<file path="src/rpcm_pkg.sv">
// Behaviour
// RL1: external agent pulses reset pin high, then low
// RL2: write to reset trigger starts software reset
// RL3: watchdog reset gated by config word and control
// RL4: power-up or pin reset lasts 2^17 cycles
// RL5: brownout, watchdog, software reset last 2^15 cycles
// RL6: all digital pins pulled high during reset
// RL7: pin high stops clocks; falling edge starts sequence
// RL8: strap sampled in reset picks boot mode
// RL9: power-up reset ignored while brownout reset enabled
// RL10: brownout freezes state, resets when supply returns
// RL11: low analog supply sets flag, optional interrupt
// RL12: idle stops cpu, timers, usart only
// RL13: enabled interrupt ends idle
// RL14: stop bit halts all internal clocks
// RL15: stop left only by pin or power-up reset
// RL16: pins hold their values while stopped
// RL17: power-down register gates peripherals
// RL18: osc power-down bit stops oscillator in external mode
// RL19: divider slows system clock and converter clock
// RL20: config word two picks clock, default low osc
// RL21: programming mode always uses low-frequency oscillator
// RL22: code 111 low osc, 110 high osc
// RL23: external clock used only if detected, else fallback
// RL24: pll codes 101 and 100 need detected clock
// RL25: clock detection only once at startup
// RL26: new reset source restarts count with its length
`default_nettype none
package rpcm_pkg;
    // ==========================================
    // register offsets
    localparam logic [7:0] ADDR_POWER_CONTROL = 8'h87;
    localparam logic [7:0] ADDR_CLK_DIVIDER   = 8'hc7;
    localparam logic [7:0] ADDR_LV_DETECT     = 8'he7;
    localparam logic [7:0] ADDR_FLASH_CONTROL = 8'hee;
    localparam logic [7:0] ADDR_PERIPH_PDOWN  = 8'hf1;
    localparam logic [7:0] ADDR_RESET_TRIGGER = 8'hf7;
    localparam logic [7:0] ADDR_WATCHDOG      = 8'hff;
    // ==========================================
    // field positions
    localparam int POWER_CONTROL_REG_IDLE_BIT  = 0;
    localparam int POWER_CONTROL_REG_STOP_BIT  = 1;
    localparam int PD_OSC_BIT     = 7;
    localparam int LV_FLAG_BIT    = 7;
    localparam int LV_IE_BIT      = 6;
    localparam int WD_EN_BIT      = 7;
    localparam int WD_RESET_BIT   = 0;
    // ==========================================
    // reset values
    localparam logic [7:0] POWER_CONTROL_REG_RESET = 8'h00;
    localparam logic [7:0] DIV_RESET  = 8'h00;
    localparam logic [7:0] LV_RESET   = 8'h00;
    localparam logic [7:0] FM_RESET   = 8'h00;
    localparam logic [7:0] PD_RESET   = 8'h00;
    localparam logic [7:0] WD_RESET   = 8'h00;
    // ==========================================
    // timing counts
    localparam int LONG_RESET_LOG2  = 17;
    localparam int SHORT_RESET_LOG2 = 15;
    // ==========================================
    // clock selection codes
    localparam logic [2:0] CSEL_EXT_A   = 3'h3;
    localparam logic [2:0] CSEL_EXT_B   = 3'h2;
    localparam logic [2:0] CSEL_OSC_LF  = 3'h7;
    localparam logic [2:0] CSEL_OSC_HF  = 3'h6;
    localparam logic [2:0] CSEL_PLL_LF  = 3'h5;
    localparam logic [2:0] CSEL_PLL_HF  = 3'h4;

    typedef enum logic [2:0] {
        RPCM_CK_OSC_LF = 3'h0,
        RPCM_CK_OSC_HF = 3'h1,
        RPCM_CK_EXT    = 3'h2,
        RPCM_CK_PLL_LF = 3'h3,
        RPCM_CK_PLL_HF = 3'h4
    } rpcm_clk_t;

    typedef struct packed {
        logic       wr;
        logic       rd;
        logic [7:0] addr;
        logic [7:0] wdata;
    } rpcm_sfr_req_t;

    typedef struct packed {
        logic cpu_run;
        logic timers_run;
        logic usart_run;
        logic others_run;
    } rpcm_gate_t;
endpackage
`default_nettype wire

</file>
<file path="src/rpcm_manager.sv">
`default_nettype none
module rpcm_manager #(
    parameter int LONG_CYCLES  = 1 << rpcm_pkg::LONG_RESET_LOG2,
    parameter int SHORT_CYCLES = 1 << rpcm_pkg::SHORT_RESET_LOG2,
    parameter int PIN_COUNT    = 16
) (
    input  wire logic                   sys_clk,
    input  wire logic                   rst,
    input  wire logic                   clk_en,
    input  wire rpcm_pkg::rpcm_sfr_req_t sfr_req,
    output logic [7:0]                  sfr_rdata,
    input  wire logic                   reset_pin,
    input  wire logic                   power_up_reset,
    input  wire logic                   supply_low,
    input  wire logic                   analog_supply_low,
    input  wire logic                   wd_timeout,
    input  wire logic                   any_irq_active,
    input  wire logic                   boot_mode_strap,
    input  wire logic                   ext_clock_seen,
    input  wire logic                   pll_ref_seen,
    input  wire logic                   hw_config_word_0,
    input  wire logic                   hw_config_word_1,
    input  wire logic [2:0]             hw_config_word_2,
    input  wire logic [PIN_COUNT-1:0]   pin_value,
    output logic                        core_reset,
    output logic                        state_frozen,
    output logic [PIN_COUNT-1:0]        pin_force_high,
    output logic                        pin_hold,
    output logic                        user_run_mode,
    output logic                        serial_program_mode,
    output logic                        osc_run,
    output logic                        osc_high_freq,
    output logic                        pll_run,
    output logic                        crystal_run,
    output rpcm_pkg::rpcm_clk_t         clk_active,
    output rpcm_pkg::rpcm_gate_t        gates,
    output logic [7:0]                  periph_power_down,
    output logic [7:0]                  clk_divider,
    output logic                        lv_irq,
    output logic                        sys_clk_halt
);
    localparam int CW = rpcm_pkg::LONG_RESET_LOG2 + 1;

    typedef enum logic [3:0] {
        RPCM_RUN    = 4'b0001,
        RPCM_HOLD   = 4'b0010,
        RPCM_COUNT  = 4'b0100,
        RPCM_STOP   = 4'b1000
    } rpcm_state_t;

    rpcm_state_t state;
    logic [CW-1:0] count;
    logic [7:0] power_control_reg;
    logic [7:0] lvd;
    logic [7:0] fmc;
    logic [7:0] wdc;
    logic reset_pin_q;
    logic in_reset;
    logic pin_fall;
    logic bor_en;
    logic sw_req;
    logic wd_req;
    logic bor_q;
    logic bor_return;
    logic long_req;
    logic short_req;
    logic lv_flag;
    logic clk_checked;

    // ==========================================
    // reset request decode
    assign pin_fall   = reset_pin_q && !reset_pin;                                // see RL7
    assign bor_en     = hw_config_word_1;
    assign bor_return = bor_en && bor_q && !supply_low;                           // see RL10
    assign sw_req     = sfr_req.wr && sfr_req.addr == rpcm_pkg::ADDR_RESET_TRIGGER; // see RL2
    assign wd_req     = hw_config_word_0 && wdc[rpcm_pkg::WD_EN_BIT] && wd_timeout; // see RL3
    assign long_req   = pin_fall || (power_up_reset && !bor_en);                  // see RL9
    assign short_req  = (bor_return || sw_req || wd_req) && state != RPCM_STOP;   // see RL15
    assign in_reset   = state == RPCM_HOLD || state == RPCM_COUNT;

    always_ff @(posedge sys_clk) begin
        if (rst) begin
            reset_pin_q <= 1'b0;
            bor_q       <= 1'b0;
        end else if (clk_en) begin
            reset_pin_q <= reset_pin;
            bor_q       <= bor_en && supply_low;
        end
    end

    // ==========================================
    // reset sequencer
    always_ff @(posedge sys_clk) begin
        if (rst) begin
            state <= RPCM_COUNT;
            count <= CW'(LONG_CYCLES);
        end else if (clk_en) begin
            if (reset_pin) begin
                state <= RPCM_HOLD;                                               // see RL7
            end else if (long_req) begin
                state <= RPCM_COUNT;                                              // see RL4
                count <= CW'(LONG_CYCLES);                                        // see RL26
            end else if (short_req) begin
                state <= RPCM_COUNT;                                              // see RL5
                count <= CW'(SHORT_CYCLES);                                       // see RL26
            end else if (!(bor_en && supply_low)) begin                           // see RL10
                unique case (state)
                    RPCM_RUN: begin
                        if (power_control_reg[rpcm_pkg::POWER_CONTROL_REG_STOP_BIT])
                            state <= RPCM_STOP;                                   // see RL14
                    end
                    RPCM_HOLD: state <= RPCM_HOLD;
                    RPCM_COUNT: begin
                        if (count <= CW'(1))
                            state <= RPCM_RUN;
                        count <= count - CW'(1);
                    end
                    RPCM_STOP: state <= RPCM_STOP;                                // see RL15
                endcase
            end
        end
    end

    // ==========================================
    // boot mode and clock choice, caught once per reset
    always_ff @(posedge sys_clk) begin
        if (rst) begin
            serial_program_mode <= 1'b0;
            user_run_mode       <= 1'b0;
            clk_checked         <= 1'b0;
            clk_active          <= rpcm_pkg::RPCM_CK_OSC_LF;
        end else if (clk_en) begin
            if (in_reset) begin
                serial_program_mode <= !boot_mode_strap;                          // see RL8
                user_run_mode       <= 1'b0;
                clk_checked         <= 1'b0;
                clk_active          <= rpcm_pkg::RPCM_CK_OSC_LF;                  // see RL4
            end else if (!clk_checked) begin
                clk_checked   <= 1'b1;                                            // see RL25
                user_run_mode <= !serial_program_mode;
                if (serial_program_mode)
                    clk_active <= rpcm_pkg::RPCM_CK_OSC_LF;                       // see RL21
                else if (hw_config_word_2 == rpcm_pkg::CSEL_OSC_HF)
                    clk_active <= rpcm_pkg::RPCM_CK_OSC_HF;                       // see RL22
                else if ((hw_config_word_2 == rpcm_pkg::CSEL_EXT_A ||
                          hw_config_word_2 == rpcm_pkg::CSEL_EXT_B) && ext_clock_seen)
                    clk_active <= rpcm_pkg::RPCM_CK_EXT;                          // see RL23
                else if (hw_config_word_2 == rpcm_pkg::CSEL_PLL_LF && pll_ref_seen)
                    clk_active <= rpcm_pkg::RPCM_CK_PLL_LF;                       // see RL24
                else if (hw_config_word_2 == rpcm_pkg::CSEL_PLL_HF && pll_ref_seen)
                    clk_active <= rpcm_pkg::RPCM_CK_PLL_HF;                       // see RL24
                else
                    clk_active <= rpcm_pkg::RPCM_CK_OSC_LF;                       // see RL20
            end
        end
    end

    // ==========================================
    // register file
    always_ff @(posedge sys_clk) begin
        if (rst) begin
            power_control_reg              <= rpcm_pkg::POWER_CONTROL_REG_RESET;
            clk_divider       <= rpcm_pkg::DIV_RESET;
            lvd               <= rpcm_pkg::LV_RESET;
            fmc               <= rpcm_pkg::FM_RESET;
            periph_power_down <= rpcm_pkg::PD_RESET;
            wdc               <= rpcm_pkg::WD_RESET;
        end else if (clk_en) begin
            if (in_reset) begin
                power_control_reg              <= rpcm_pkg::POWER_CONTROL_REG_RESET;
                clk_divider       <= rpcm_pkg::DIV_RESET;
                lvd               <= rpcm_pkg::LV_RESET;
                fmc               <= rpcm_pkg::FM_RESET;
                periph_power_down <= rpcm_pkg::PD_RESET;
                wdc               <= rpcm_pkg::WD_RESET;
            end else if (state == RPCM_RUN) begin
                if (power_control_reg[rpcm_pkg::POWER_CONTROL_REG_IDLE_BIT] && any_irq_active)
                    power_control_reg[rpcm_pkg::POWER_CONTROL_REG_IDLE_BIT] <= 1'b0;                        // see RL13
                if (sfr_req.wr) begin
                    unique case (sfr_req.addr)
                        rpcm_pkg::ADDR_POWER_CONTROL: power_control_reg              <= sfr_req.wdata;
                        rpcm_pkg::ADDR_CLK_DIVIDER: begin
                            clk_divider <= sfr_req.wdata;                         // see RL19
                        end
                        rpcm_pkg::ADDR_LV_DETECT:     lvd               <= sfr_req.wdata;
                        rpcm_pkg::ADDR_FLASH_CONTROL: fmc               <= sfr_req.wdata;
                        rpcm_pkg::ADDR_PERIPH_PDOWN: begin
                            periph_power_down <= sfr_req.wdata;                   // see RL17
                        end
                        rpcm_pkg::ADDR_WATCHDOG:      wdc               <= sfr_req.wdata;
                        default: ;
                    endcase
                end
            end
        end
    end

    // low-voltage flag: a new low level wins over a clearing write
    always_ff @(posedge sys_clk) begin
        if (rst) begin
            lv_flag <= 1'b0;
            lv_irq  <= 1'b0;
        end else if (clk_en) begin
            if (analog_supply_low)
                lv_flag <= 1'b1;                                                  // see RL11
            else if (sfr_req.wr && sfr_req.addr == rpcm_pkg::ADDR_LV_DETECT &&
                     !sfr_req.wdata[rpcm_pkg::LV_FLAG_BIT])
                lv_flag <= 1'b0;
            lv_irq <= (analog_supply_low || lv_flag) && lvd[rpcm_pkg::LV_IE_BIT]; // see RL11
        end
    end

    always_ff @(posedge sys_clk) begin
        if (rst) begin
            sfr_rdata <= 8'h00;
        end else if (clk_en && sfr_req.rd) begin
            unique case (sfr_req.addr)
                rpcm_pkg::ADDR_POWER_CONTROL: sfr_rdata <= power_control_reg;
                rpcm_pkg::ADDR_CLK_DIVIDER:   sfr_rdata <= clk_divider;
                rpcm_pkg::ADDR_LV_DETECT:     sfr_rdata <= {lv_flag, lvd[6:0]};
                rpcm_pkg::ADDR_FLASH_CONTROL: sfr_rdata <= fmc;
                rpcm_pkg::ADDR_PERIPH_PDOWN:  sfr_rdata <= periph_power_down;
                rpcm_pkg::ADDR_WATCHDOG:      sfr_rdata <= wdc;
                default:                      sfr_rdata <= 8'h00;
            endcase
        end
    end

    // ==========================================
    // pins, clocks and gating outputs
    always_ff @(posedge sys_clk) begin
        if (rst) begin
            core_reset     <= 1'b1;
            state_frozen   <= 1'b0;
            pin_force_high <= '1;
            pin_hold       <= 1'b0;
            osc_run        <= 1'b1;
            osc_high_freq  <= 1'b0;
            pll_run        <= 1'b0;
            crystal_run    <= 1'b0;
            sys_clk_halt   <= 1'b0;
            gates          <= '0;
        end else if (clk_en) begin
            core_reset     <= in_reset || reset_pin;
            state_frozen   <= bor_en && supply_low;                               // see RL10
            pin_force_high <= (in_reset || reset_pin) ? '1 : '0;                  // see RL6
            pin_hold       <= state == RPCM_STOP;                                 // see RL16
            sys_clk_halt   <= state == RPCM_STOP;                                 // see RL14
            // the pin gates the oscillators from its own level, not the sequencer state, registered on the next sys_clk edge
            osc_run        <= !reset_pin && state != RPCM_STOP &&
                              !(clk_active == rpcm_pkg::RPCM_CK_EXT &&
                                periph_power_down[rpcm_pkg::PD_OSC_BIT]);         // see RL18
            osc_high_freq  <= clk_active == rpcm_pkg::RPCM_CK_OSC_HF;
            pll_run        <= !reset_pin && state != RPCM_STOP &&
                              (clk_active == rpcm_pkg::RPCM_CK_PLL_LF ||
                               clk_active == rpcm_pkg::RPCM_CK_PLL_HF);           // see RL7
            crystal_run    <= !reset_pin && state != RPCM_STOP &&
                              clk_active == rpcm_pkg::RPCM_CK_EXT;
            gates.cpu_run    <= state == RPCM_RUN && !power_control_reg[rpcm_pkg::POWER_CONTROL_REG_IDLE_BIT]; // see RL12
            gates.timers_run <= state == RPCM_RUN && !power_control_reg[rpcm_pkg::POWER_CONTROL_REG_IDLE_BIT];
            gates.usart_run  <= state == RPCM_RUN && !power_control_reg[rpcm_pkg::POWER_CONTROL_REG_IDLE_BIT];
            gates.others_run <= state == RPCM_RUN;
        end
    end

    // ==========================================
    // checks
    a_sw_reset_starts: assert property (@(posedge sys_clk) disable iff (rst)   // see RL2
        clk_en && sw_req && !reset_pin && !long_req && state == RPCM_RUN
        |=> state == RPCM_COUNT && count == CW'(SHORT_CYCLES))
        else $error("software reset did not load short count");
    a_long_reset_load: assert property (@(posedge sys_clk) disable iff (rst)   // see RL4
        clk_en && pin_fall |=> count == CW'(LONG_CYCLES))
        else $error("pin release did not load long count");
    a_pins_high_reset: assert property (@(posedge sys_clk) disable iff (rst)   // see RL6
        clk_en && in_reset |=> pin_force_high == '1)
        else $error("pins not forced high in reset");
    a_pin_stops_osc: assert property (@(posedge sys_clk) disable iff (rst)     // see RL7
        clk_en && reset_pin |=> !osc_run && !pll_run && !crystal_run)
        else $error("clock sources run while reset pin high");
    a_strap_mode: assert property (@(posedge sys_clk) disable iff (rst)        // see RL8
        clk_en && in_reset |=> serial_program_mode == !$past(boot_mode_strap))
        else $error("boot strap not sampled");
    a_idle_gates: assert property (@(posedge sys_clk) disable iff (rst)        // see RL12
        clk_en && power_control_reg[rpcm_pkg::POWER_CONTROL_REG_IDLE_BIT] && state == RPCM_RUN
        |=> !gates.cpu_run && gates.others_run)
        else $error("idle gating wrong");
    a_stop_sticks: assert property (@(posedge sys_clk) disable iff (rst)       // see RL15
        clk_en && state == RPCM_STOP && !reset_pin && !long_req |=> state == RPCM_STOP)
        else $error("stop left without pin or power-up reset");
    a_lv_flag_set: assert property (@(posedge sys_clk) disable iff (rst)       // see RL11
        clk_en && analog_supply_low |=> lv_flag)
        else $error("low-voltage flag not set");
    a_spl_osc_lf: assert property (@(posedge sys_clk) disable iff (rst)        // see RL21
        user_run_mode == 1'b0 && clk_checked |-> clk_active == rpcm_pkg::RPCM_CK_OSC_LF)
        else $error("programming mode not on low oscillator");
    c_stop_entered: cover property (@(posedge sys_clk) state == RPCM_STOP);
    c_idle_wake: cover property (@(posedge sys_clk)
        power_control_reg[rpcm_pkg::POWER_CONTROL_REG_IDLE_BIT] ##1 !power_control_reg[rpcm_pkg::POWER_CONTROL_REG_IDLE_BIT]);
    c_ext_clock: cover property (@(posedge sys_clk) clk_active == rpcm_pkg::RPCM_CK_EXT);
endmodule
`default_nettype wire

</file>
<file path="config.mk">
export PLATFORM = sky130hd
export DESIGN_NAME = rpcm_manager
export DESIGN_NICKNAME = d
export VERILOG_FILES = /design/src/rpcm_pkg.sv /design/src/rpcm_manager.sv
export SDC_FILE = /design/constraint.sdc
export NUM_CORES = 1
export LEC_CHECK = 0
export BUFFER_PORTS_ARGS = -buffer_cell sky130_fd_sc_hd__buf_2
export CAP_MARGIN = 20
export CORE_ASPECT_RATIO = 0.75
export CORE_MARGIN = 3
export CORE_UTILIZATION = 49
export DETAILED_ROUTE_END_ITERATION = 7
export GPL_ROUTABILITY_DRIVEN = 1
export PLACE_DENSITY = 0.77
export SLEW_MARGIN = 15
export SYNTH_ARGS = -nofsm -noshare
export SYNTH_HDL_FRONTEND = slang
export SYNTH_SLANG_ARGS = --single-unit
</file>
<file path="constraint.sdc">
create_clock -name sys_clk -period 2.4 [get_ports sys_clk]
set_input_delay 0.6 -clock sys_clk [delete_from_list [all_inputs] [get_ports sys_clk]]
set_output_delay 0.6 -clock sys_clk [all_outputs]
set_load 0.02 [all_outputs]
</file>
Word-level counts from Yosys, hierarchy flattened
Cells that the tools add are included.
Storage, ports and cells
  bits in registers: 111
  bits in latches: 0
  memory bits (writable): 0
  bits in read-only memories: 0
  input port bits: 51
  output and inout bits: 58
  word-level logic and storage cells: 167
  memories kept: 0
Operators by class
  add/subtract/negate cells: 1
  $mul: 0
  divide/modulo/power cells: 0
  magnitude comparators: 1
  eq/ne operators: 26
  shift-type cells: 0
  muxes and demuxes: 50
  bitwise operators: 1
  reduce and logical (&&, ||, !) cells: 61
Operators by type and width (number)
  8-bit 2-to-1 mux: 20
  18-bit 2-to-1 mux: 4
  8-bit equality test, second input constant: 7
  8-bit case mux with 6 select lines: 1
  4-bit AND reduction: 8
  7-bit 2-to-1 mux: 4
  4-bit 2-to-1 mux: 6
  1-bit logical AND: 23
  3-bit 2-to-1 mux: 7
  18-bit by 1-bit <= comparator with 1-bit output, second input constant: 1
  2-bit nonzero test: 9
  18-bit by 1-bit subtractor with 18-bit output, second input constant: 1
  16-bit 2-to-1 mux: 1
  4-bit case mux with 4 select lines: 1
  3-bit by 2-bit equality test with 1-bit output, second input constant: 4
  3-bit equality test, second input constant: 4
  1-bit zero test: 8
  1-bit logical OR: 8
  4-bit != test, second input constant: 2
  2-bit AND reduction: 4
  1-bit 2-to-1 mux: 6
  5-bit by 4-bit != test with 1-bit output, second input constant: 1
  5-bit != test, second input constant: 1
  4-bit by 1-bit equality test with 1-bit output, second input constant: 1
  8 further kinds: 8

Logic depth before layout (Yosys ltp)
Gate-level depths: netlist of run 1.
  depth in word-level cells: 9
  depth in mapped cells: 8
  depth with buffers taken out: 6

Worst setup path before layout of run 1
Ideal clock, no wire load.
  path kind: input -> register
  start point: in sfr_req[13] in the netlist's numbering
  end point: reg periph_power_down[0]
  setup time: 0.128 ns
  arrival: 2.197 ns
  required time: 2.272 ns
  setup slack: 0.075 ns
  stages: 6
  path buffers: 1
  cells stage by stage: buf_4 > nand4_1 > nor4b_2 > a2bb2oi_4 > mux2i_1 > nor2_1
Between the ends
  cells in the longest elaborated chain, start to end: 3
RTL lines
  from (decl): RTL line rpcm_manager.sv:10  | input wire rpcm_pkg::rpcm_sfr_req_t sfr_req,
  8-bit equality test: RTL line rpcm_manager.sv:180  | unique case (sfr_req.addr)
  2-bit nonzero test (no source line)
  4-bit AND reduction (no source line)
  to (signal assigned): RTL line rpcm_manager.sv:166  | periph_power_down <= rpcm_pkg::PD_RESET;
  to (signal assigned): RTL line rpcm_manager.sv:174  | periph_power_down <= rpcm_pkg::PD_RESET;
  to (signal assigned): RTL line rpcm_manager.sv:188  | periph_power_down <= sfr_req.wdata;
  to (decl): RTL line rpcm_manager.sv:37  | output logic [7:0] periph_power_down,
No other way between the ends.
A chain may end at the register's enable or synchronous reset.

Worst setup path in the final report of run 1
  start point: reg state[2]
  end point: reg count[15]
Between the ends
  cells in the longest elaborated chain, start to end: 4
  elaborated cells on any way between the ends: 8
  classes of those cells: eq/ne: 3; mux: 2; reduce/logical: 3
RTL lines
  from (decl): RTL line rpcm_manager.sv:51  | rpcm_state_t state;
  from (signal assigned): RTL line rpcm_manager.sv:95  | state <= RPCM_COUNT;
  from (signal assigned): RTL line rpcm_manager.sv:99  | state <= RPCM_HOLD;
  from (signal assigned): RTL line rpcm_manager.sv:101  | state <= RPCM_COUNT;
  4-bit != test: RTL line rpcm_manager.sv:78  | assign short_req = (bor_return || sw_req || wd_req) && state != RPCM_STOP;
  1-bit logical AND: RTL line rpcm_manager.sv:78
  3-bit != test (no source line) (tied with other cells)
  4-bit AND reduction (no source line) / 18-bit 2-to-1 mux (equally long branches)
  to (signal assigned): RTL line rpcm_manager.sv:96  | count <= CW'(LONG_CYCLES);
  to (signal assigned): RTL line rpcm_manager.sv:102  | count <= CW'(LONG_CYCLES);
  to (signal assigned): RTL line rpcm_manager.sv:105  | count <= CW'(SHORT_CYCLES);
  to (decl): RTL line rpcm_manager.sv:52  | logic [CW-1:0] count;
Several ways; a longest one is shown, not always the timed one.

==> impl_metrics.sql, run 1 <==
INSERT INTO impl_metrics (metric_group, metric, value, unit) VALUES
('outcome', 'status', 'completed', ''),
('yosys', 'synth_edf_count', '0', ''),
('routing', 'via_count', '4526', ''),
('clocking', 'cts_made_buffers', '9', ''),
('routing', 'route.top_layer_used', 'met4', ''),
('layout', 'area_delta_synth_final', '19.33', '%'),
('yosys', 'synth-compound-area-share', '19.99', '%'),
('routing', 'ant_nets', '0', ''),
('yosys', 'synth_adder_area_share', '0.5309', '%'),
('floorplan', 'floorplan.die_area', '10840', 'µm²'),
('yosys', 'synth_ff_type', 'dfxtp_1', ''),
('clocking', 'tritoncts_num_sinks', '95', ''),
('job', 'drv_cap', '0', ''),
('routing', 'post-route-drc-count', '0', ''),
('sta', 'layout_min_cycle_time', '2138', 'ps'),
('global_route', 'groute.usage.overall', '24.37', '%'),
('sta', 'count_of_final_setup_violators', '0', ''),
('yosys', 'yosysTopAreaCellShare', '40.35', '%'),
('layout', 'largest_register_ffs', '18', ''),
('global_route', 'globalRouteOverflowTotal', '0', ''),
('sta', 'max_slew.worst_pin.slew', '613.9', 'ps'),
('sta', 'slew_viol_final', '0', ''),
('routing', 'met2_length', '5578', 'µm'),
('worst_setup_path', 'cpPeakStageDelay', '530', 'ps'),
('routing', 'drt_iter0_markers', '321', ''),
('yosys', 'post_synth_mux_area_share', '7.008', '%'),
('layout', 'largest_register', 'count', ''),
('placement', 'dp.final_hpwl', '9757', 'µm'),
('floorplan', 'core.rowCount', '30', ''),
('power_and_ir_drop', 'p_leak', '2.292', 'nW'),
('layout', 'nNetsFinal', '685', ''),
('layout', 'final_layout_size_suffix_gt1_share', '24.33', '%'),
('yosys', 'netlist_top_cells_area', 'dfxtp_1 (40%), mux2i_1 (7.0%), nor2_1 (5.6%), a21oi_1 (5.0%), buf_4 (3.2%)', ''),
('worst_setup_path', 'critical_path.slowest_cell', 'or4_1', ''),
('global_route', 'grt_max_degree', '45', ''),
('yosys', 'synth.avg_cell_area', '8.712', 'µm²'),
('sta', 'fin_ws', '261.8', 'ps'),
('yosys', 'synthesis.instances', '541', ''),
('yosys', 'synth_area', '4713', 'µm²'),
('sta', 'hold_viol', '0', ''),
('yosys', 'synth_top_family_by_area', 'simple AND/OR/NAND/NOR gates', ''),
('routing', 'wirelength', '13160', 'µm'),
('sta', 'max_clock_freq', '0.4677', 'GHz'),
('worst_setup_path', 'timing.critical_path.cells', 'nor4b_2, buf_4, and4b_1, or4_1, o41ai_1, a211oi_1', ''),
('floorplan', 'fp.coreArea', '9196', 'µm²'),
('worst_setup_path', 'critical_path_buf_inv_count', '1', ''),
('clocking', 'root_buffer', 'clkbuf_16', ''),
('placement', 'routabilityCongestion', '0.9943', ''),
('worst_setup_path', 'timing.critical_path.to_type', 'flip-flop', ''),
('yosys', 'yosys_register_bits', '95', ''),
('worst_setup_path', 'critical_path_arrival', '2360', 'ps'),
('placement', 'dp_slack', '12.13', 'ps'),
('power_and_ir_drop', 'irDropWorstVdd', '0.3985', 'mV'),
('sta', 'fin_hold_ws', '435.6', 'ps'),
('layout', 'insertedDiodeCount', '0', ''),
('placement', 'area_after_detailed_placement', '5338', 'µm²'),
('yosys', 'synthDistinctLibCells', '61', ''),
('power_and_ir_drop', 'power.density_cell_area', '684.9', 'nW/µm²'),
('yosys', 'yosysMostFrequentCell', 'dfxtp_1', ''),
('yosys', 'synth_nets', '594', ''),
('yosys', 'most_common_library_cells_after_synthesis', 'dfxtp_1 (95), nor2_1 (70), a21oi_1 (47)', ''),
('routing', 'route.detailed.vias_per_inst', '5.916', ''),
('global_route', 'antenna_violations_before_repair', '0', ''),
('sta', 'timing.setup.tns', '0', 'ps'),
('global_route', 'first_pass_grt_wire_length', '21230', 'µm'),
('floorplan', 'die_width', '119.3', 'µm'),
('routing', 'first_pass_iters', '5', ''),
('clocking', 'cts.reportedPaths.clkPinSlew', '70', 'ps'),
('worst_setup_path', 'cpLargestDelayFamily', 'simple AND/OR/NAND/NOR gates', ''),
('sta', 'remaining_max_slew_budget_at_the_tightest_pin', '59.07', '%'),
('clocking', 'cts_htree_levels', '3', '');
path summary, 6_finish.rpt:
path / from / cells past startpoint / endpoint / slack (ps)
hold reg to reg: count[1] / 2 / count[1] / 470
setup reg to reg: state[2] / 6 / count[15] / 260
setup / recovery: state[2] / 6 / count[15] / 260
hold / removal: boot_mode_strap / 2 / serial_program_mode / 440
metal layers:
metal / vias to the layer above / global-route usage (%)
met4: 0 / 6.943
met5: - / 0
li1: 2161 / -
met3: 17 / 6.102
met1: 2138 / 35.94
met2: 210 / 35.03
cells in the final DEF, fill, tap and decap left out, types with 11 or more instances in the layout:
cell / netlist / routed
a21oi_1: 47 / 47
a221oi_1: 12 / 12
a22oi_1: 14 / 14
and2_1: 11 / 11
buf_2: 9 / 92
buf_4: 20 / 36
dfxtp_1: 95 / 95
mux2i_1: 33 / 33
nand2_1: 33 / 33
nand2b_1: 13 / 13
nand3_1: 16 / 16
nor2_1: 70 / 70
o31ai_1: 13 / 13
or4_1: 13 / 13
worst reg2reg max path, stage by stage (launching register included):
cell      delay, ps
dfxtp_1         390
nor4b_2         290
buf_4           180
and4b_1         280
or4_1           530
o41ai_1         250
a211oi_1         90
repair_timing:
action                     CTS  global route
hold buffers                 0             0
resized for setup            0             2
setup endpoints to repair    0             8
setup buffers                0             0
cells by family after synthesis:
| kind of cell | after synthesis |
|---|---|
| and+or+nand+nor | 220 |
| AOI/OAI and AO/OA | 136 |
| DFF | 95 |
| buffers and inverters | 54 |
| muxes | 33 |
| adders and majority gates | 2 |
| xor gates and xnor gates | 1 |
area by class of cell:
type,instances,area (µm²)
fillers,800,3572
multi-input cells,392,2541
flip-flops and latches,95,1902
repair buffers,128,730.7
clock buffers,11,232.7
well taps,128,160.2
clock inverters,5,35.03
inverters,6,22.52
where the power goes:
part,internal [mW],switching [mW]
logic,0.332,0.505
clock network,0.700,0.608
registers,1.65,0.0576
total,2.68,1.17
through the flow:
step	total power, mW	util [%]	cells
finish	3.852	61.16	765
global route	4.019	61.16	765
CTS	3.864	60.95	765
detailed placement	2.559	58.04	749
global placement	2.536	58.04	749
floorplan	2.291	-	541
No activity file was read; power rests on OpenSTA's default activity.
==> inputs of run 2 (changes only) <==
CORE_UTILIZATION = 51   (was 49)
CTS_BUF_LIST = sky130_fd_sc_hd__clkbuf_4   (was not set)
PLACE_DENSITY = 0.79   (was 0.77)
==> impl_metrics.sql, run 2 (synthesized netlist as in run 1, its figures left out) <==
INSERT INTO impl_metrics (metric_group, metric, value, unit) VALUES
('worst_setup_path', 'setup.reg_to_reg.worst_slack', '180', 'ps'),
('global_route', 'globalRouteOverflowTotal', '0', ''),
('global_route', 'number_of_global_route_vias_before_repair', '4185', ''),
('global_route', 'grt_max_degree', '37', ''),
('routing', 'post-route-drc-count', '0', ''),
('clocking', 'tritoncts_num_sinks', '95', ''),
('power_and_ir_drop', 'power.density_cell_area', '624.2', 'nW/µm²'),
('routing', 'ant_nets', '0', ''),
('worst_setup_path', 'crit_path_start_kind', 'flip-flop', ''),
('floorplan', 'fp.coreArea', '8708', 'µm²'),
('sta', 'max_slew.worst_pin.slew', '605.8', 'ps'),
('worst_setup_path', 'worstPathRequired', '2750', 'ps'),
('placement', 'routabilityCongestion', '0.9315', ''),
('clocking', 'clock_tree_from_tritoncts', 'built', ''),
('layout', 'layout.cell_area.non_filler', '5433', 'µm²'),
('sta', 'final.period_utilization', '92.56', '%'),
('clocking', 'cts_htree_levels', '3', ''),
('sta', 'remaining_max_slew_budget_at_the_tightest_pin', '59.24', '%'),
('worst_setup_path', 'timing.critical_path.to_type', 'flip-flop', ''),
('routing', 'drt_iter0_markers', '465', ''),
('sta', 'layout_min_cycle_time', '2221', 'ps'),
('layout', 'layout.cells.most_common_list', 'dfxtp_1 (95), buf_2 (92), nor2_1 (70)', ''),
('clocking', 'cts-hold-fix-buffers', '0', ''),
('layout', 'area_delta_synth_final', '15.26', '%'),
('sta', 'max_clock_freq', '0.4502', 'GHz'),
('clocking', 'clock_path_buffers', '2', ''),
('layout', 'final_layout_size_suffix_gt1_share', '23.25', '%'),
('worst_setup_path', 'largest_fanout_on_the_critical_path', '10', ''),
('global_route', 'first_pass_grt_wire_length', '20570', 'µm'),
('routing', 'wl_per_cell', '17.42', 'µm'),
('worst_setup_path', 'critical_path_arrival', '2570', 'ps'),
('floorplan', 'die_y', '89.26', 'µm'),
('power_and_ir_drop', 'irDropWorstVdd', '0.3238', 'mV'),
('hold_path', 'min-delay-path-class', 'in2reg', ''),
('layout', 'mostFrequentLayoutCell', 'dfxtp_1', ''),
('sta', 'setup_repair_after_global_routing_missed_its_margin', 'no', ''),
('layout', 'insertedDiodeCount', '0', ''),
('sta', 'worst_clock_skew', '15.93', 'ps'),
('sta', 'slew_viol_final', '0', ''),
('routing', 'via_count', '4495', ''),
('global_route', 'antenna_violations_before_repair', '0', ''),
('floorplan', 'floorplan.io_pins', '109', ''),
('placement', 'area_after_detailed_placement', '5270', 'µm²'),
('worst_setup_path', 'worst-setup-path-type', 'reg2reg', ''),
('global_route', 'groute.usage.overall', '25.25', '%'),
('sta', 'timing.setup.tns', '0', 'ps'),
('routing', 'wirelength', '12820', 'µm'),
('clocking', 'cts.reportedPaths.clkPinSlew', '150', 'ps'),
('floorplan', 'die_width', '117.0', 'µm'),
('layout', 'largest_register', 'count', ''),
('placement', 'numPortBuffers', '92', ''),
('routing', 'route.detailed.vias_per_inst', '6.107', ''),
('layout', 'nNetsFinal', '676', ''),
('routing', 'first_pass_iters', '5', ''),
('placement', 'dp.final_hpwl', '9631', 'µm'),
('outcome', 'status', 'completed', ''),
('floorplan', 'floorplan.die_area', '10440', 'µm²'),
('floorplan', 'core.rowCount', '29', ''),
('sta', 'hold_viol', '0', ''),
('clocking', 'root_buffer', 'clkbuf_4', ''),
('sta', 'count_of_final_setup_violators', '0', ''),
('floorplan', 'floorplan.initialDensity', '54.12', '%'),
('job', 'drv_cap', '0', ''),
('power_and_ir_drop', 'p_leak', '2.208', 'nW'),
('layout', 'largest_register_ffs', '18', ''),
('clocking', 'clk-insertion-delay-late', '450', 'ps'),
('clocking', 'cts_made_buffers', '9', '');
run 2: worst paths after layout:
| path | endpoint | start | cells after the start |
|---|---|---|---|
| worst max-delay path | periph_power_down[6] | state[1] | 6 |
| worst max register to register | periph_power_down[6] | state[1] | 6 |
| worst min-delay path | serial_program_mode | boot_mode_strap | 2 |
| worst min register to register | count[1] | count[1] | 2 |
run 2: cell type report:
class                      instances  area, µm²
clock buffer                      10      75.07
clock inverter                     6      61.31
fill                             757       3276
inverter                           6      22.52
multi-input combinational        392       2549
sequential                        95       1902
tap                              108      135.1
timing repair buffer             119      688.2
run 2: worst max-delay path, stage by stage, from the launching register on:
cell       delay [ps]
dfxtp_1           600
xnor2_1           160
or4_1             470
buf_4             220
a2bb2oi_4         360
mux2i_1           270
nor2_1             50
run 2: routing by layer:
metal | GRT usage [%] | share of wire, %
met4 | 6.667 | 1.1
met2 | 37.64 | 42
met5 | 0 | 0
met3 | 5.886 | 7.9
met1 | 36.78 | 49
run 2: timing repair:
action,CTS,global route
setup endpoints to repair,0,8
buffers inserted,0,0
resized for setup,0,3
hold endpoints to repair,0,0
run 2: where the power goes:
part           leakage [nW]  internal [mW]  switching [mW]
Sequential            0.771           1.65          0.0664
Clock                0.0677          0.325           0.534
Combinational          1.37          0.325           0.491
run 2: metrics by stage:
stage / power [mW] / setup WS (ps) / hold WS, ps / utilization (%) / instances
2_1_floorplan: 2.291 / 75.04 / 431.9 / - / 541
3_3_place_gp: 2.518 / 70.14 / 439.2 / 60.52 / 720
3_5_place_dp: 2.546 / 27.24 / 454.0 / 60.52 / 720
4_1_cts: 3.389 / 90.50 / 313.5 / 62.08 / 736
5_1_grt: 3.564 / 18.82 / 328.6 / 62.39 / 736
6_report: 3.391 / 178.5 / 323.6 / 62.39 / 736
==> inputs of run 3 (changes only) <==
ABC_AREA = 1   (was not set)
clock period = 2 ns   (was 2.4 ns; I/O delays follow)
==> impl_metrics.sql, run 3 <==
INSERT INTO impl_metrics (metric_group, metric, value, unit) VALUES
('worst_setup_path', 'worst-setup-path-type', 'reg2out', ''),
('routing', 'wirelength', '13570', 'µm'),
('worst_setup_path', 'worstReg2RegStart', 'state[3]', ''),
('yosys', 'synth_ff_type', 'dfxtp_1', ''),
('worst_setup_path', 'crit_path_start_kind', 'flip-flop', ''),
('clocking', 'clock_tree_from_tritoncts', 'built', ''),
('worst_setup_path', 'reg2regPathDepth', '9', ''),
('sta', 'max_slew.worst_pin.slew', '421.4', 'ps'),
('layout', 'largest_register_ffs', '18', ''),
('yosys', 'synth-seq-area-share', '39.23', '%'),
('sta', 'setup_repair_after_global_routing_missed_its_margin', 'no', ''),
('worst_setup_path', 'setup.reg_to_reg.worst_slack', '220', 'ps'),
('global_route', 'first_pass_grt_wire_length', '22650', 'µm'),
('yosys', 'synthDistinctLibCells', '49', ''),
('routing', 'post-route-drc-count', '0', ''),
('clocking', 'root_buffer', 'clkbuf_4', ''),
('placement', 'routabilityCongestion', '0.9397', ''),
('global_route', 'groute.usage.overall', '25.54', '%'),
('outcome', 'status', 'completed', ''),
('job', 'drv_cap', '0', ''),
('sta', 'count_of_final_setup_violators', '0', ''),
('yosys', 'synth-async-reset-ratio', '0', '%'),
('yosys', 'synth_area', '4848', 'µm²'),
('clocking', 'clk-insertion-delay-late', '450', 'ps'),
('layout', 'area_delta_synth_final', '16.10', '%'),
('worst_setup_path', 'cpLargestDelayFamily', 'flip-flops', ''),
('yosys', 'netlist_top_cells_area', 'dfxtp_1 (39%), nand2_1 (13%), a21oi_1 (8.3%), nor2_1 (5.4%), inv_1 (5.0%)', ''),
('clocking', 'cts_made_buffers', '9', ''),
('layout', 'mostFrequentLayoutCell', 'nand2_1', ''),
('layout', 'final_layout_size_suffix_gt1_share', '22.74', '%'),
('routing', 'route.detailed.vias_per_inst', '5.410', ''),
('yosys', 'ys_warn_count', '0', ''),
('sta', 'remaining_max_slew_budget_at_the_tightest_pin', '71.80', '%'),
('power_and_ir_drop', 'power.density_cell_area', '767.0', 'nW/µm²'),
('global_route', 'globalRouteOverflowTotal', '0', ''),
('clocking', 'cts_htree_levels', '3', ''),
('worst_setup_path', 'critical_path_arrival', '1310', 'ps'),
('routing', 'ant_nets', '0', ''),
('sta', 'worst_clock_skew', '22.06', 'ps'),
('sta', 'timing.setup.tns', '0', 'ps'),
('worst_setup_path', 'critical_path_buf_inv_count', '1', ''),
('clocking', 'tritoncts_num_sinks', '95', ''),
('routing', 'via_count', '4950', ''),
('sta', 'final.period_utilization', '90.71', '%'),
('hold_path', 'min-delay-path-class', 'in2reg', ''),
('global_route', 'grt_max_degree', '57', ''),
('placement', 'placed_cells_incl_taps', '899', ''),
('yosys', 'yosys_register_bits', '95', ''),
('layout', 'layout.cells.most_common_list', 'nand2_1 (162), dfxtp_1 (95), buf_2 (92)', ''),
('worst_setup_path', 'critical_r2r_capture', 'periph_power_down[3]', ''),
('layout', 'nNetsFinal', '835', ''),
('routing', 'drt_iter0_markers', '476', ''),
('sta', 'slew_viol_final', '0', ''),
('placement', 'dp.final_hpwl', '10160', 'µm'),
('clocking', 'cts-resized-gates', '0', ''),
('floorplan', 'floorplan.die_area', '10720', 'µm²'),
('global_route', 'number_of_global_route_vias_before_repair', '4565', ''),
('clocking', 'clock_path_buffers', '2', ''),
('yosys', 'most_common_library_cells_after_synthesis', 'nand2_1 (162), dfxtp_1 (95), a21oi_1 (80)', ''),
('global_route', 'antenna_violations_before_repair', '0', ''),
('routing', 'wl_per_cell', '14.83', 'µm'),
('sta', 'layout_min_cycle_time', '1814', 'ps'),
('worst_setup_path', 'critical_path.slowest_cell', 'dfxtp_1', ''),
('layout', 'final_cell_count_no_fill', '915', ''),
('floorplan', 'fp.coreArea', '9159', 'µm²'),
('floorplan', 'die_y', '90.44', 'µm'),
('worst_setup_path', 'largest_fanout_on_the_critical_path', '18', ''),
('floorplan', 'die_width', '118.6', 'µm'),
('placement', 'numPortBuffers', '92', ''),
('hold_path', 'hold_depth', '2', ''),
('routing', 'first_pass_iters', '5', ''),
('clocking', 'cts.reportedPaths.clkPinSlew', '160', 'ps'),
('floorplan', 'floorplan.io_pins', '109', ''),
('yosys', 'cell_type_with_the_largest_total_area_after_synthesis', 'dfxtp_1', ''),
('yosys', 'yosysMostFrequentCell', 'nand2_1', ''),
('power_and_ir_drop', 'p_leak', '2.462', 'nW'),
('sta', 'hold_viol', '0', ''),
('worst_setup_path', 'timing.critical_path.cells', 'buf_2', ''),
('yosys', 'synthesis.instances', '684', ''),
('yosys', 'yosysTopAreaCellShare', '39.23', '%'),
('hold_path', 'hold_path.startpoint', 'boot_mode_strap', ''),
('worst_setup_path', 'cpPeakStageDelay', '610', 'ps'),
('floorplan', 'core.rowCount', '30', ''),
('hold_path', 'hold-path-endpoint', 'serial_program_mode', ''),
('layout', 'insertedDiodeCount', '0', ''),
('yosys', 'synth.avg_cell_area', '7.088', 'µm²'),
('yosys', 'synth_edf_count', '0', ''),
('floorplan', 'floorplan.initialDensity', '52.94', '%'),
('worst_setup_path', 'worstPathRequired', '1500', 'ps'),
('sta', 'max_clock_freq', '0.5512', 'GHz'),
('yosys', 'synth_nets', '737', ''),
('layout', 'largest_register', 'count', ''),
('power_and_ir_drop', 'irDropWorstVdd', '0.3244', 'mV'),
('clocking', 'cts-hold-fix-buffers', '0', ''),
('worst_setup_path', 'timing.critical_path.to_type', 'output pin', ''),
('clocking', 'post_cts.repair.setup_buffers', '0', '');
run 3: cells by family after synthesis:
group / share of synthesized area (%)
AO/OA/AOI/OAI: 18.09
XOR/XNOR: 0.9032
buffers and inverters: 10.12
flip-flops: 39.23
AND/OR/NAND/NOR: 31.15
adder cells (fa/ha/maj): 0.5160
run 3: per-stage QoR:
stage / hold slack, ps / cell area [µm²] / utilization, % / setup WS (ps) / power (mW)
2_1_floorplan: 436.3 / 4848 / - / 298.5 / 2.929
3_5_place_dp: 452.1 / 5480 / 59.84 / 68.49 / 3.251
6_report: 206.3 / 5629 / 61.46 / 185.7 / 4.318
4_1_cts: 185.5 / 5624 / 61.41 / 165.2 / 4.330
5_1_grt: 171.1 / 5629 / 61.46 / 47.31 / 4.568
3_3_place_gp: 446.2 / 5480 / 59.84 / 80.33 / 3.220
run 3: final cells by class:
cell class,instances,area [µm²]
Sequential cell,95,1902
Fill cell,867,3530
Multi-Input combinational cell,483,2461
Clock buffer,10,75.07
Inverter,72,271.5
Tap cell,128,160.2
Timing Repair Buffer,121,690.7
Clock inverter,6,68.82
run 3: how the worst max path moves through the flow:
stage | start | endpoint | slack (ps) | depth (start not counted)
after CTS | pin_force_high[14] | pin_force_high[3] | 170 | 1
after global routing | state[3] | power_control_reg[1] | 50 | 9
after detailed placement | sfr_req[11] | lvd[2] | 70 | 10
final | pin_force_high[14] | pin_force_high[3] | 190 | 1
after global placement | sfr_req[15] | count[10] | 80 | 12
after floorplan | sfr_req[11] | count[1] | 300 | 11
run 3: per-layer routing:
layer / vias to the layer above / track usage [%] / routed length [µm]
li1: 2435 / - / -
met1: 2268 / 37.37 / 6262
met2: 234 / 38.53 / 5823
met3: 13 / 4.884 / 1328
met4: 0 / 6.750 / 158
met5: - / 0 / 0
run 3: power breakdown:
group | internal [mW] | switching [mW] | leakage, nW | total (mW)
combinational | 0.382 | 0.756 | 1.61 | 1.14
sequential | 2.00 | 0.0874 | 0.774 | 2.09
clock | 0.404 | 0.683 | 0.0786 | 1.09
total | 2.79 | 1.53 | 2.46 | 4.32
